**src/design/obl_pkg.sv**
```systemverilog
/*
 * obl_pkg: shared constants, types and states for the option byte loader.
 * assumes: one 200 MHz system clock, flash read port on that clock,
 * ahb-lite register bus with 32-bit data.
 */
// Functional notes
// - reload option bytes on every reset source
// - hold processor until latches are loaded
// - option latches not reachable from software
// - flash changes apply only after next reset
// - bit7 picks watchdog interrupt or reset
// - watchdog interrupt taken only when enabled globally
// - bit6 zero keeps watchdog always running
// - bits5:4 pick oscillator drive mode
// - bit3 keeps brownout on in stop
// - bit2 zero blocks code read, limits debug
// - bit0 zero locks user program and erase
// - rc mode halves oscillator, crystal passes straight
package obl_pkg;

    // flash locations of the two option bytes
    localparam logic [15:0] FLASH_USER_ADDR = 16'h0000;
    localparam logic [15:0] FLASH_RSV_ADDR = 16'h0001;
    localparam logic [7:0] ERASED_BYTE = 8'hff;

    // field positions inside the user option byte
    localparam int BIT_WDT_ACTION = 7;
    localparam int BIT_WDT_ALWAYS_ON = 6;
    localparam int BIT_OSC_HI = 5;
    localparam int BIT_OSC_LO = 4;
    localparam int BIT_BROWNOUT_KEEP = 3;
    localparam int BIT_READ_PROTECT = 2;
    localparam int BIT_RSV = 1;
    localparam int BIT_WRITE_LOCK = 0;

    // oscillator drive modes
    localparam logic [1:0] OSC_RC = 2'h0;
    localparam logic [1:0] OSC_LOW = 2'h1;
    localparam logic [1:0] OSC_MED = 2'h2;
    localparam logic [1:0] OSC_HIGH = 2'h3;

    // bus register byte addresses
    localparam logic [7:0] REG_CTRL = 8'h00;
    localparam logic [7:0] REG_STATUS = 8'h04;

    // control register bits
    localparam int CTRL_GLOBAL_IE = 0;
    localparam int CTRL_STOP_MODE = 1;
    localparam int CTRL_WDT_ARM = 2;

    // status register bits
    localparam int STAT_LOAD_DONE = 0;
    localparam int STAT_WDT_RUN = 1;
    localparam int STAT_IRQ_PEND = 2;
    localparam int STAT_RSV_BAD = 3;

    // reset values and synchronised pin count
    localparam logic [31:0] CTRL_RESET = 32'h0000_0000;
    localparam int SYNC_STAGES = 3;

    // decoded option latches
    typedef struct packed {
        logic watchdog_timeout_action;
        logic watchdog_always_on;
        logic [1:0] oscillator_drive_select;
        logic brownout_keep_in_stop;
        logic code_read_protect;
        logic user_flash_write_lock;
    } obl_cfg_t;

    localparam obl_cfg_t CFG_ERASED = '{1'b1, 1'b1, 2'h3, 1'b1, 1'b1, 1'b1};

    // flash read request carrier
    typedef struct packed {
        logic rd;
        logic [15:0] addr;
    } obl_flash_req_t;

    // loader sequence
    typedef enum logic [2:0] {
        LD_HOLD,
        LD_RD_USER,
        LD_WAIT_USER,
        LD_RD_RSV,
        LD_WAIT_RSV,
        LD_DONE
    } obl_ld_state_t;

endpackage

```
**src/design/obl_clk_div.sv**
```systemverilog
/*
 * obl_clk_div: system clock enable from the sampled oscillator input.
 * assumes: osc_level_i is already synchronised to clk_i.
 */
`timescale 1ns/1ps
module obl_clk_div (
    input wire logic clk_i,
    input wire logic rst_n_i,
    input wire logic osc_level_i,
    input wire logic rc_mode_i,
    output logic sys_clk_en_o,
    output logic sys_clk_o
);

    logic prev_reg, prev_next;
    logic div_reg, div_next;
    logic en_reg, en_next;
    logic clk_reg, clk_next;
    logic rise;

    // rising edge of the oscillator, halved in rc mode
    always_comb begin
        rise = osc_level_i & ~prev_reg;
        prev_next = osc_level_i;
        div_next = rise ? ~div_reg : div_reg;
        en_next = rc_mode_i ? (rise & ~div_reg) : rise;
        clk_next = rc_mode_i ? div_reg : osc_level_i;
    end

    // register stage
    always_ff @(posedge clk_i) begin
        if (!rst_n_i) begin
            prev_reg <= 1'b0;
            div_reg <= 1'b0;
            en_reg <= 1'b0;
            clk_reg <= 1'b0;
        end else begin
            prev_reg <= prev_next;
            div_reg <= div_next;
            en_reg <= en_next;
            clk_reg <= clk_next;
        end
    end

    assign sys_clk_en_o = en_reg;
    assign sys_clk_o = clk_reg;

endmodule

```
**src/design/option_byte_loader.sv**
```systemverilog
/*
 * option_byte_loader: fetches the option bytes from flash after every
 * reset source and drives the hidden option latches to their users.
 * assumes: flash read port answers on the system clock with rvalid;
 * external reset, stop recovery and oscillator pins are asynchronous.
 */
// The AHB-Lite register port is this design's own decision.
`timescale 1ns/1ps
module option_byte_loader (
    input wire logic CLK_SYS_I,
    input wire logic RESET_N_I,
    // pins from outside the clock domain
    input wire logic EXT_RESET_I,
    input wire logic STOP_RECOVERY_I,
    input wire logic OSC_INPUT_PIN_I,
    // flash read port
    output logic FLASH_RD_O,
    output logic [15:0] FLASH_ADDR_O,
    input wire logic [7:0] FLASH_RDATA_I,
    input wire logic FLASH_RVALID_I,
    // processor and watchdog
    output logic CPU_RELEASE_O,
    input wire logic WDT_TIMEOUT_I,
    input wire logic CPU_IRQ_ACK_I,
    output logic WDT_IRQ_O,
    output logic WDT_RESET_REQ_O,
    output logic WDT_RUN_O,
    // oscillator, brownout, debug, flash controller
    output logic [1:0] OSC_DRIVE_SELECT_O,
    output logic SYS_CLK_EN_O,
    output logic SYS_CLK_O,
    output logic BROWNOUT_EN_O,
    output logic CODE_READ_EN_O,
    output logic DEBUG_FULL_O,
    output logic USER_PROGRAM_EN_O,
    output logic USER_PAGE_ERASE_EN_O,
    output logic USER_MASS_ERASE_EN_O,
    output logic DEBUG_MASS_ERASE_EN_O,
    // ahb-lite slave
    input wire logic HSEL,
    input wire logic [31:0] HADDR,
    input wire logic [1:0] HTRANS,
    input wire logic HWRITE,
    input wire logic [2:0] HSIZE,
    input wire logic [31:0] HWDATA,
    input wire logic HREADY,
    output logic [31:0] HRDATA,
    output logic HREADYOUT,
    output logic HRESP
);

    // pin synchronisers: bit0 external reset, bit1 stop recovery, bit2 osc
    logic [obl_pkg::SYNC_STAGES-1:0] pins;
    logic [obl_pkg::SYNC_STAGES-1:0] meta_reg, meta_next;
    logic [obl_pkg::SYNC_STAGES-1:0] sync_reg, sync_next;

    assign pins = {OSC_INPUT_PIN_I, STOP_RECOVERY_I, EXT_RESET_I};

    genvar gi;
    generate
        for (gi = 0; gi < obl_pkg::SYNC_STAGES; gi++) begin : g_sync
            // two flops per pin, only the second one is read
            always_comb begin
                meta_next[gi] = pins[gi];
                sync_next[gi] = meta_reg[gi];
            end

            always_ff @(posedge CLK_SYS_I) begin
                if (!RESET_N_I) begin
                    meta_reg[gi] <= 1'b0;
                    sync_reg[gi] <= 1'b0;
                end else begin
                    meta_reg[gi] <= meta_next[gi];
                    sync_reg[gi] <= sync_next[gi];
                end
            end
        end
    endgenerate

    logic ext_rst;
    logic stop_prev_reg, stop_prev_next;
    logic stop_rise;

    assign ext_rst = sync_reg[0];

    // stop recovery edge
    always_comb begin
        stop_prev_next = sync_reg[1];
        stop_rise = sync_reg[1] & ~stop_prev_reg;
    end

    // loader sequence state
    obl_pkg::obl_ld_state_t state_reg, state_next;
    logic [7:0] user_byte_reg, user_byte_next;
    obl_pkg::obl_cfg_t cfg_reg, cfg_next;
    logic rsv_bad_reg, rsv_bad_next;
    obl_pkg::obl_flash_req_t freq_reg, freq_next;
    logic reload;

    assign reload = ext_rst | stop_rise;

    // fetch byte zero then byte one, commit both at once
    always_comb begin
        state_next = state_reg;
        user_byte_next = user_byte_reg;
        cfg_next = cfg_reg;
        rsv_bad_next = rsv_bad_reg;
        freq_next = '0;
        freq_next.addr = freq_reg.addr;
        if (ext_rst) begin
            state_next = obl_pkg::LD_HOLD;
        end else if (stop_rise) begin
            state_next = obl_pkg::LD_RD_USER;
        end else begin
            case (state_reg)
                obl_pkg::LD_HOLD: begin
                    state_next = obl_pkg::LD_RD_USER;
                end
                obl_pkg::LD_RD_USER: begin
                    freq_next.rd = 1'b1;
                    freq_next.addr = obl_pkg::FLASH_USER_ADDR;
                    state_next = obl_pkg::LD_WAIT_USER;
                end
                obl_pkg::LD_WAIT_USER: begin
                    if (FLASH_RVALID_I) begin
                        user_byte_next = FLASH_RDATA_I;
                        state_next = obl_pkg::LD_RD_RSV;
                    end
                end
                obl_pkg::LD_RD_RSV: begin
                    freq_next.rd = 1'b1;
                    freq_next.addr = obl_pkg::FLASH_RSV_ADDR;
                    state_next = obl_pkg::LD_WAIT_RSV;
                end
                obl_pkg::LD_WAIT_RSV: begin
                    if (FLASH_RVALID_I) begin
                        // latches change only here, once per reset
                        cfg_next.watchdog_timeout_action =
                            user_byte_reg[obl_pkg::BIT_WDT_ACTION];
                        cfg_next.watchdog_always_on =
                            user_byte_reg[obl_pkg::BIT_WDT_ALWAYS_ON];
                        cfg_next.oscillator_drive_select =
                            user_byte_reg[obl_pkg::BIT_OSC_HI:obl_pkg::BIT_OSC_LO];
                        cfg_next.brownout_keep_in_stop =
                            user_byte_reg[obl_pkg::BIT_BROWNOUT_KEEP];
                        cfg_next.code_read_protect =
                            user_byte_reg[obl_pkg::BIT_READ_PROTECT];
                        cfg_next.user_flash_write_lock =
                            user_byte_reg[obl_pkg::BIT_WRITE_LOCK];
                        // reserved bits are only watched, never used
                        rsv_bad_next = (FLASH_RDATA_I != obl_pkg::ERASED_BYTE) |
                            ~user_byte_reg[obl_pkg::BIT_RSV];
                        state_next = obl_pkg::LD_DONE;
                    end
                end
                obl_pkg::LD_DONE: begin
                    state_next = obl_pkg::LD_DONE;
                end
                default: begin
                    state_next = obl_pkg::LD_HOLD;
                end
            endcase
        end
    end

    // loader registers
    always_ff @(posedge CLK_SYS_I) begin
        if (!RESET_N_I) begin
            state_reg <= obl_pkg::LD_HOLD;
            user_byte_reg <= obl_pkg::ERASED_BYTE;
            cfg_reg <= obl_pkg::CFG_ERASED;
            rsv_bad_reg <= 1'b0;
            freq_reg <= '0;
            stop_prev_reg <= 1'b0;
        end else begin
            state_reg <= state_next;
            user_byte_reg <= user_byte_next;
            cfg_reg <= cfg_next;
            rsv_bad_reg <= rsv_bad_next;
            freq_reg <= freq_next;
            stop_prev_reg <= stop_prev_next;
        end
    end

    logic loaded;
    assign loaded = (state_reg == obl_pkg::LD_DONE);

    // ahb-lite data phase capture
    logic wr_pend_reg, wr_pend_next;
    logic [7:0] wr_addr_reg, wr_addr_next;
    logic [31:0] rdata_reg, rdata_next;
    logic addr_ok;
    logic [31:0] status_word;

    // control state written by software
    logic global_ie_reg, global_ie_next;
    logic stop_mode_reg, stop_mode_next;
    logic armed_reg, armed_next;
    logic irq_pend_reg, irq_pend_next;
    logic wdt_rst_reg, wdt_rst_next;
    logic ctrl_wr;
    logic wdt_run;

    assign wdt_run = ~cfg_reg.watchdog_always_on | armed_reg;

    // status shows loader and watchdog state, never the latches
    always_comb begin
        status_word = '0;
        status_word[obl_pkg::STAT_LOAD_DONE] = loaded;
        status_word[obl_pkg::STAT_WDT_RUN] = wdt_run;
        status_word[obl_pkg::STAT_IRQ_PEND] = irq_pend_reg;
        status_word[obl_pkg::STAT_RSV_BAD] = rsv_bad_reg;
    end

    // address phase: take request, prepare read data
    always_comb begin
        addr_ok = HSEL & HREADY & HTRANS[1];
        wr_pend_next = addr_ok & HWRITE;
        wr_addr_next = addr_ok ? HADDR[7:0] : wr_addr_reg;
        rdata_next = rdata_reg;
        if (addr_ok & ~HWRITE) begin
            // option latches have no address at all
            case (HADDR[7:0])
                obl_pkg::REG_CTRL: begin
                    rdata_next = {29'h0, 1'b0, stop_mode_reg, global_ie_reg};
                end
                obl_pkg::REG_STATUS: begin
                    rdata_next = status_word;
                end
                default: begin
                    rdata_next = 32'h0000_0000;
                end
            endcase
        end
    end

    // control register and watchdog event logic
    always_comb begin
        ctrl_wr = wr_pend_reg & (wr_addr_reg == obl_pkg::REG_CTRL);
        global_ie_next = global_ie_reg;
        stop_mode_next = stop_mode_reg;
        armed_next = armed_reg;
        if (ctrl_wr) begin
            global_ie_next = HWDATA[obl_pkg::CTRL_GLOBAL_IE];
            stop_mode_next = HWDATA[obl_pkg::CTRL_STOP_MODE];
            if (HWDATA[obl_pkg::CTRL_WDT_ARM] & loaded) begin
                armed_next = 1'b1;
            end
        end
        if (reload) begin
            // reset and stop recovery both disarm the watchdog
            armed_next = 1'b0;
            stop_mode_next = 1'b0;
        end
        irq_pend_next = irq_pend_reg;
        if (CPU_IRQ_ACK_I & global_ie_reg) begin
            irq_pend_next = 1'b0;
        end
        if (WDT_TIMEOUT_I & wdt_run & ~cfg_reg.watchdog_timeout_action) begin
            irq_pend_next = 1'b1;
        end
        wdt_rst_next = WDT_TIMEOUT_I & wdt_run & cfg_reg.watchdog_timeout_action;
    end

    // bus and control registers
    always_ff @(posedge CLK_SYS_I) begin
        if (!RESET_N_I) begin
            wr_pend_reg <= 1'b0;
            wr_addr_reg <= 8'h00;
            rdata_reg <= 32'h0000_0000;
            global_ie_reg <= obl_pkg::CTRL_RESET[obl_pkg::CTRL_GLOBAL_IE];
            stop_mode_reg <= obl_pkg::CTRL_RESET[obl_pkg::CTRL_STOP_MODE];
            armed_reg <= 1'b0;
            irq_pend_reg <= 1'b0;
            wdt_rst_reg <= 1'b0;
        end else begin
            wr_pend_reg <= wr_pend_next;
            wr_addr_reg <= wr_addr_next;
            rdata_reg <= rdata_next;
            global_ie_reg <= global_ie_next;
            stop_mode_reg <= stop_mode_next;
            armed_reg <= armed_next;
            irq_pend_reg <= irq_pend_next;
            wdt_rst_reg <= wdt_rst_next;
        end
    end

    // clock enable from the oscillator pin
    obl_clk_div u_clk_div (
        .clk_i(CLK_SYS_I),
        .rst_n_i(RESET_N_I),
        .osc_level_i(sync_reg[2]),
        .rc_mode_i(cfg_reg.oscillator_drive_select == obl_pkg::OSC_RC),
        .sys_clk_en_o(SYS_CLK_EN_O),
        .sys_clk_o(SYS_CLK_O)
    );

    // bus answers: zero wait, always okay
    assign HRDATA = rdata_reg;
    assign HREADYOUT = 1'b1;
    assign HRESP = 1'b0;

    // flash read port
    assign FLASH_RD_O = freq_reg.rd;
    assign FLASH_ADDR_O = freq_reg.addr;

    // processor waits for the loader
    assign CPU_RELEASE_O = loaded;

    // watchdog users
    assign WDT_IRQ_O = irq_pend_reg & global_ie_reg;
    assign WDT_RESET_REQ_O = wdt_rst_reg;
    assign WDT_RUN_O = wdt_run;

    // option latch consumers
    assign OSC_DRIVE_SELECT_O = cfg_reg.oscillator_drive_select;
    assign BROWNOUT_EN_O = cfg_reg.brownout_keep_in_stop | ~stop_mode_reg;
    assign CODE_READ_EN_O = cfg_reg.code_read_protect;
    assign DEBUG_FULL_O = cfg_reg.code_read_protect;
    assign USER_PROGRAM_EN_O = cfg_reg.user_flash_write_lock;
    assign USER_PAGE_ERASE_EN_O = cfg_reg.user_flash_write_lock;
    assign USER_MASS_ERASE_EN_O = 1'b0; // user mass erase never offered
    assign DEBUG_MASS_ERASE_EN_O = 1'b1;

endmodule

```
**config.mk**
```make
export PLATFORM = sky130hd
export DESIGN_NAME = option_byte_loader
export DESIGN_NICKNAME = d
export VERILOG_FILES = /design/src/design/obl_pkg.sv /design/src/design/obl_clk_div.sv /design/src/design/option_byte_loader.sv
export SDC_FILE = /design/constraint.sdc
export NUM_CORES = 1
export LEC_CHECK = 0
export ABC_AREA = 1
export BUFFER_PORTS_ARGS = -buffer_cell sky130_fd_sc_hd__buf_4
export CAP_MARGIN = 10
export CORE_UTILIZATION = 38
export CTS_BUF_LIST = sky130_fd_sc_hd__clkbuf_4 sky130_fd_sc_hd__clkbuf_8 sky130_fd_sc_hd__clkbuf_16
export CTS_CLUSTER_SIZE = 16
export DETAILED_ROUTE_END_ITERATION = 8
export PLACE_DENSITY = 0.76
export SLEW_MARGIN = 10
export SYNTH_ARGS = -nofsm -noshare
export SYNTH_HDL_FRONTEND = slang
export SYNTH_HIERARCHICAL = 1
export SYNTH_SLANG_ARGS = --single-unit
```
**constraint.sdc**
```tcl
create_clock -name CLK_SYS_I -period 1.1 [get_ports CLK_SYS_I]
set_input_delay 0.11 -clock CLK_SYS_I [delete_from_list [all_inputs] [get_ports CLK_SYS_I]]
set_output_delay 0.11 -clock CLK_SYS_I [all_outputs]
set_load 0.01 [all_outputs]
```
---- Yosys cells after proc, flatten, opt, wreduce, memory -nomap -nowiden ----
Cells that the tools add are included.
cells by class
  $add $sub $neg .......................... 0
  bitwise operators ....................... 29
  mux-type cells .......................... 10
  equality and inequality tests ........... 11
  div/mod/pow operators ................... 0
  shift-type cells ........................ 0
  $mul .................................... 0
  reductions and logical operators ........ 15
  order comparisons ....................... 0
operator list
  cell                  count
  $pmux W17 S2          1
  $pmux W3 S6           1
  $logic_not A8 Y1      2
  $and A1 B1 Y1         14
  $not A1 Y1            11
  $eq A8 B3 Y1 const B  1
  $ne A8 B8 Y1 const B  1
  $pmux W4 S2           1
  $reduce_and A4 Y1     2
  $eq A3 B2 Y1 const B  2
  $eq A3 B3 Y1 const B  2
  $mux W3               2
  $ne A3 B3 Y1 const B  2
  $reduce_and A2 Y1     3
  $mux W1               5
  $ne A2 B2 Y1 const B  2
  $or A1 B1 Y1          4
  $reduce_bool A2 Y1    2
  $reduce_or A2 Y1      2
  $eq A3 B1 Y1 const B  1
  $logic_not A3 Y1      1
  $reduce_and A3 Y1     1
  $reduce_or A3 Y1      1
  $logic_not A2 Y1      1
word-level totals
  word-level logic and storage cells ...... 96
  output and inout port bits .............. 66
  memories kept ........................... 0
  bits in latches ......................... 0
  bits of input ports ..................... 88
  RAM bits ................................ 0
  register bits after elaboration ......... 93
  memory bits (read-only) ................. 0

---- Depth between registers and ports, before layout ----
Gate-level depths: netlist of the first run.
  word-level depth ........................ 5
  mapped depth ............................ 8
  gate-level depth less buffers ........... 8

---- By module ----
The synthesis of the first run kept the hierarchy.
by module, submodules not included
  module              sequential area each (um2)  cells each  times used  area each (um2)
  option_byte_loader  920.9                       301         1           2250.9
  obl_clk_div         80.1                        15          1           136.4

---- Least setup slack after synthesis of the first run ----
Ideal clock, no wire load.
  path type ............................... register -> register
  start point ............................. reg state_reg[2]
  end point ............................... reg rsv_bad_reg
  period minus slack after synthesis ...... 1.071 ns
  arrival ................................. 0.956 ns
  path buffers ............................ 0
  stages on the path, launching flop included .. 6
  required time ........................... 0.985 ns
  library setup time ...................... 0.115 ns
  path slack .............................. 0.029 ns
  cell sequence ........................... dfxtp_1 nand2_2 nor2_4 nand3_1 nor3_2 nor2_1
on the way
  longest elaborated chain between the ends .. 2
RTL lines
  element                             line                       RTL
  from (decl)                         option_byte_loader.sv:93   obl_pkg::obl_ld_state_t state_reg, state_next;
  from (signal assigned)              option_byte_loader.sv:169  state_reg <= obl_pkg::LD_HOLD;
  from (signal assigned)              option_byte_loader.sv:176  state_reg <= state_next;
  $eq A3 B3 Y1                        option_byte_loader.sv:115  case (state_reg)
  $reduce_and A4 Y1 (no source line)  -
  to (signal assigned)                option_byte_loader.sv:179  rsv_bad_reg <= rsv_bad_next;
  to (decl)                           option_byte_loader.sv:96   logic rsv_bad_reg, rsv_bad_next;
No other way between the ends.
A chain may end at the register's enable or synchronous reset.

---- Worst setup path in the final report of the first run ----
  start point ............................. reg state_reg[1]
  end point ............................... out CPU_RELEASE_O
on the way
  longest elaborated chain between the ends .. 1
RTL lines
  element       line                       RTL
  $eq A3 B3 Y1  option_byte_loader.sv:186  assign loaded = (state_reg == obl_pkg::LD_DONE);
  to (decl)     option_byte_loader.sv:22   output logic CPU_RELEASE_O,
No other way between the ends.

==> out/metrics.yaml, run 1 <==
status: "finished, violations left"
violations: "setup timing"
route.detailed.drc: 0
skew_ps: 4.16
worst_slack_ps: -84.0
synth_area_mm2: 0.00239
die_w_um: 81.3
critPathBufInv: 4
clock_power_share_pct: 31.4
area_delta_synth_final_pct: 23.4
power.density_mw_per_mm2: 1190
crit_chain: "inv_2 -> buf_4 -> nand3_2 -> inv_2 -> buf_4"
met1_length_um: 1970
hold_violations: 0
layout.nets: 469
wl_per_cell_um: 9.84
grt_max_degree: 20
postSynthCellCount: 316
setup_viol: 12
grt_usage_pct: 14.2
crit_fanout: 4
synth_compound_area_share_pct: 8.07
routabilityCongestion: 0.777
worstSetupStartpoint: "state_reg[1]$_SDFFE_PP0P_"
synth_ff_type: "dfxtp_1"
yosysSeqAreaShare_pct: 41.9
antenna_cells: 0
r2r_slack_ps: -80
crit_path_top_delay_cell: "dfxtp_2"
power.internal_mw: 2.61
sw_frac_of_total_pct: 25.4
cts_max_path_buffers: 2
die_area_mm2: 0.00660
drtAntennaViolNets: 0
min_delay_path_depth: 3
cts-root-buf: "clkbuf_8"
avgSynthCellArea_um2: 7.55
max_freq_ghz: 0.845
ir_drop_uv: 670
worstSetupPathType: "reg2out"
worstHoldPathType: "in2reg"
synth_top_family_by_area: "simple AND/OR/NAND/NOR gates"
pwr-share-comb_pct: 13.9
wl_met2_um: 2220
drive_gt1_share_pct: 27.7
layout_common_cells: "buf_4 (59), nand2_1 (54), conb_1 (47)"
muxShareOfSynthArea_pct: 0
power.leakage_nw: 1.46
initial_core_util_pct: 39.8
path_clk_slew_ps: 90
core.rowCount: 28
power.switching_mw: 0.887
portBuffers: 49
ys_seq_elements: 50
synth-xor-area-share_pct: 0
postLayoutCoreUtil_pct: 49.2
crit_arrival_ps: 1070
dpl.hpwl_um: 3400
grt_pass1_wl_um: 7160
clkSinkCount: 50
hold_end: "user_byte_reg[1]$_SDFFE_PN1P_"
grt-ovfl-total: 0
grt_pass1_vias: 1658
startpoint_type: "flop"
synthAdderAreaFrac_pct: 0
ys_async_sr_fraction_pct: 0
period_minus_slack_ps: 1180
finalPower_mw: 3.49
insertion_delay_ps: 290
htree_levels: 2
coreArea_mm2: 0.00599
slew_violations: 0
route.met3.wl_um: 266
cpLargestDelayFamily: "buffers and inverters"
antenna_found_initial: 0
drt_iter0_drc: 94
highest_layer: "met4"
ys_warn_count: 6
reg2regPathDepth: 7
r2r_end: "user_byte_reg[4]$_SDFFE_PN1P_"
synth-edff-count: 0
dr.pass1.iters: 4
dpl-instance-area_mm2: 0.00270
min_from: "FLASH_RDATA_I[1]"
wl_um: 4500
cp-end-kind: "output pin"
vias: 1995
ys_types: 27
cap_violations: 0
via_per_inst: 4.37
fin_area_mm2: 0.00295
cts_tree: "done"
period_share_pct: 108
critPathRequiredTime_ps: 990
die-height_um: 81.3
num_io_pins: 154
rsz0062_at_grt: "true"
max_stage_delay_ps: 330
r2r_start: "state_reg[1]$_SDFFE_PP0P_"
p_seq_share_pct: 54.7
synth-simple-area-share_pct: 26.3
numCtsBuffers: 5
final_common_cell: "buf_4"
==> logic make-up after synthesis <==
family,after synthesis
simple gates,134
buf+inv,97
flops,50
compound gates,33
other cells,2
==> power groups by stage <==
stage / registers, mW / logic, mW / clock network [mW]
after floorplan: 1.95 / 0.382 / 0
after global placement: 1.95 / 0.431 / 0
after detailed placement: 1.95 / 0.439 / 0
after CTS: 1.91 / 0.465 / 1.13
after global routing: 1.92 / 0.548 / 1.21
final: 1.91 / 0.486 / 1.10
==> worst reg2reg max path: cells and delay by family (launching register included) <==
family	cells	cell delay, ps
and+or+nand+nor	4	520
buffers and inverters	3	280
DFF	1	340
==> Yosys cell counts (2+ instances only) <==
| library cell | count | area share (%) |
|---|---|---|
| buf_2 | 3 | 0.63 |
| inv_2 | 3 | 0.47 |
| dfxtp_1 | 50 | 42 |
| inv_1 | 38 | 6.0 |
| buf_4 | 51 | 16 |
| o21ai_0 | 11 | 2.3 |
| clkbuf_1 | 2 | 0.31 |
| a21oi_1 | 16 | 3.4 |
| nor3_1 | 3 | 0.63 |
| nand4_1 | 4 | 1.0 |
| nor2_1 | 26 | 4.1 |
| o21ai_2 | 2 | 0.73 |
| nand2_1 | 58 | 9.1 |
| nand2_2 | 2 | 0.52 |
| conb_1 | 2 | 0.31 |
| nand3_1 | 34 | 7.1 |
==> repair_timing <==
item,4_1_cts,5_1_grt
resized for setup,16,13
pin swaps,8,7
endpoints found under the hold margin,3,0
cloned,1,1
setup endpoints to repair,20,29
hold buffers,3,0
setup buffers,3,1
==> layer usage <==
metal / GRT usage, % / up-vias
li1: - / 1027
met1: 17.4 / 895
met2: 24.0 / 69
met3: 3.71 / 4
met4: 4.29 / 0
met5: 0 / -
==> worst max-delay path by stage <==
stage	end	slack, ps	depth (start not counted)
final	CPU_RELEASE_O	-80	5
after floorplan	rsv_bad_reg$_SDFFE_PN0P_	30	5
after detailed placement	cfg_reg[6]$_SDFFE_PN1P_	-60	6
after CTS	CPU_RELEASE_O	-90	5
after global routing	user_byte_reg[4]$_SDFFE_PN1P_	-190	7
after global placement	user_byte_reg[5]$_SDFFE_PN1P_	-60	5
==> per-stage QoR <==
stage	setup slack, ps	setup TNS (ps)	std cells	hold slack, ps
CTS	-85.9	-727	455	8.38
floorplan	28.9	0	361	208
global placement	-57.4	-559	440	291
global route	-185	-2390	457	26.1
finish	-84.0	-778	457	19.5
detailed placement	-61.9	-821	440	296
==> area by class of cell <==
cell class	count	area [µm²]
inverter	41	156
sequential	50	1010
tap	75	93.8
timing repair buffer	67	529
clock buffer	7	90.1
multi-input combinational	216	1060
clock inverter	1	5.00
fill	609	3040
No activity file was read; power rests on OpenSTA's default activity.
==> run 2: changes to the inputs <==
--- a/config.mk
+++ b/config.mk
@@ -16,5 +16,4 @@
 export SLEW_MARGIN = 10
 export SYNTH_ARGS = -nofsm -noshare
 export SYNTH_HDL_FRONTEND = slang
-export SYNTH_HIERARCHICAL = 1
 export SYNTH_SLANG_ARGS = --single-unit
==> run 2 against run 1 <==
  * The run still ends with setup timing left
  * Worst setup slack worse by 15 ps
  * Flip-flop and latch count unchanged
  * Register-to-register slack better by 40 ps
  * Hold slack worse by 13 ps
  * Clock power about the same
  * Combinational power up 5.8%
  * Design area up 2.0%
  * Count of clock-buffer cells in the layout down 1
  * First-iteration DRC count down 5.3%
  * Synthesized cell count unchanged
==> out/metrics.yaml, run 2 <==
status: "finished, violations left"
violations: "setup timing"
htree_levels: 2  # unchanged
synth_area_mm2: 0.00235  # -1.4%
synth_ff_type: "dfxtp_1"
final_common_cell: "buf_4"
setup_viol: 17  # +5
critPathBufInv: 3  # -1
portBuffers: 49  # unchanged
hold_ws_ps: 6.12  # -13.4 ps
max_stage_delay_ps: 360  # +30 ps
hold_violations: 0  # unchanged
grt_max_degree: 26  # +30%
postSynthCellCount: 316  # unchanged
ys_warn_count: 0  # -6
cp-end-kind: "output pin"
period_minus_slack_ps: 1200  # +14.6 ps
clkSinkCount: 50  # unchanged
ys_types: 29  # +7.4%
grt_pass1_vias: 1721  # +3.8%
grt_pass1_wl_um: 7210  # +0.77%
skew_ps: 10.6  # +6.47 ps
cts_tree: "done"
crit_arrival_ps: 1090  # +20 ps
worstSetupPathType: "reg2out"
ys_seq_elements: 50  # unchanged
die-height_um: 80.7  # -0.66%
layout.nets: 476  # +1.5%
core.rowCount: 28  # unchanged
grt_usage_pct: 14.6  # +0.41 points
via_per_inst: 4.34  # -0.47%
power.leakage_nw: 1.52  # +4.2%
postLayoutCoreUtil_pct: 50.5  # +1.3 points
yosysSeqAreaShare_pct: 42.5  # +0.58 points
ys_async_sr_fraction_pct: 0  # unchanged
grt-ovfl-total: 0  # unchanged
worstHoldPathType: "in2reg"
avgSynthCellArea_um2: 7.45  # -1.4%
startpoint_type: "flop"
wl_per_cell_um: 9.91  # +0.75%
cpLargestDelayFamily: "flip-flops"
num_io_pins: 154  # unchanged
crit_path_top_delay_cell: "dfxtp_2"
crit_chain: "buf_6 -> inv_2 -> nor2_4 -> buf_6"
coreArea_mm2: 0.00596  # -0.58%
synthTopCellsByCount: "nand2_1 (61), buf_4 (53), dfxtp_1 (50)"
initial_core_util_pct: 39.5  # -0.31 points
path_clk_slew_ps: 90  # about the same
route.detailed.drc: 0  # unchanged
critPathRequiredTime_ps: 990  # about the same
power.density_mw_per_mm2: 1160  # -1.9%
slew_violations: 0  # unchanged
drt_iter0_drc: 89  # -5.3%
cts-root-buf: "clkbuf_8"
worst_path_most_repeated_cell: "buf_6"
max_freq_ghz: 0.834  # -1.2%
drive_gt1_share_pct: 31.1  # +3.4 points
synth_top_area_share_pct: 42.5  # +0.58 points
die_area_mm2: 0.00652  # -1.3%
finalPower_mw: 3.50  # about the same
antenna_found_initial: 0  # unchanged
dr.pass1.iters: 4  # unchanged
rsz0062_at_grt: "true"
layout_common_cells: "buf_4 (66), nand2_1 (58), conb_1 (47)"
cap_violations: 0  # unchanged
insertion_delay_ps: 310  # +20 ps
synth.most_common_cell: "nand2_1"
ir_drop_uv: 605  # -9.7%
vias: 2016  # +1.1%
area_delta_synth_final_pct: 27.6
antenna_cells: 0  # unchanged
cts_max_path_buffers: 2  # unchanged
crit_fanout: 5  # +1
period_share_pct: 109  # +1.3 points
dpl.hpwl_um: 3350  # -1.3%
yosys.area.top_type: "dfxtp_1"
routabilityCongestion: 0.846  # +8.9%
synth-edff-count: 0  # unchanged
wl_um: 4600  # +2.3%
worst_slack_ps: -98.7  # -14.6 ps
synthTopCellsByArea: "dfxtp_1 (43%), buf_4 (17%), nand2_1 (9.7%), inv_1 (5.6%), nand3_1 (5.5%)"
drtAntennaViolNets: 0  # unchanged
die_w_um: 80.7  # -0.66%
fin_tns_setup_ps: -578  # +201 ps
numCtsBuffers: 5  # unchanged
-- run 2: changes by cell type in the layout (fill, tap and decap cells not counted), sizes merged, moves of 2 or more --
cell / previous run / this run
buf: 64 / 73
nand2: 60 / 63
nand3: 36 / 26
nand4: 4 / 2
nor2: 29 / 34
a21oi: 17 / 15
o21ai: 14 / 10
-- run 2: final timing paths --
path	slack (ps)	depth (start not counted)	to	from
worst max-delay path	-100	4	CPU_RELEASE_O	state_reg[0]$_SDFFE_PP0P_
worst min-delay path	6	3	user_byte_reg[1]$_SDFFE_PN1P_	FLASH_RDATA_I[1]
worst max register to register	-40	5	user_byte_reg[7]$_SDFFE_PN1P_	state_reg[2]$_SDFFE_PP0P_
worst min register to register	410	2	stop_prev_next$_SDFF_PN0_	meta_reg[1]$_SDFF_PN0_
-- run 2: cell type report --
class / count / area [µm²]
Sequential cell: 50 / 1010
Inverter: 40 / 155
Tap cell: 75 / 93.8
Timing Repair Buffer: 77 / 614
Clock inverter: 2 / 13.8
Fill cell: 583 / 2950
Clock buffer: 6 / 76.3
Multi-Input combinational cell: 214 / 1040
-- run 2: kinds of logic after synthesis --
logic type	share of synthesized area, %
xor gates and xnor gates	0.372
DFF	42.5
buffers and inverters	24.1
other	0.319
and+or+nand+nor	25.5
AOI/OAI and AO/OA	7.28
-- run 2: timing repair --
item | CTS | global route
pin swaps | 3 | 8
cloned | 0 | 0
setup buffers | 7 | 3
hold buffers | 4 | 0
hold endpoints to repair | 4 | 0
resized for setup | 17 | 24
endpoints found under the setup margin | 21 | 25
-- run 2: worst reg2reg max path, cell delays in order, from the launching register on --
cell and delay (ps):
dfxtp_4 370, nor3_2 210, nand3_2 130, buf_4 180, nand2_1 70, nand3_1 70
-- run 2: metal layers --
metal  track usage (%)  routed length [µm]
met3              5.23                 279
met4              4.82                  58
met1              17.0                1970
met2              24.6                2290
met5                 0                   0
-- run 2: where the power goes --
group / internal (mW) / total, mW / switching [mW]
sequential: 1.87 / 1.90 / 0.0321
clock: 0.474 / 1.08 / 0.604
combinational: 0.220 / 0.514 / 0.294
-- run 2: per-stage QoR --
step	cell area, µm²	cells	setup WS, ps
global placement	2680	442	-43.7
floorplan	2530	361	8.48
global route	3010	464	-164
CTS	2910	461	-109
finish	3010	464	-98.7
detailed placement	2680	442	-109
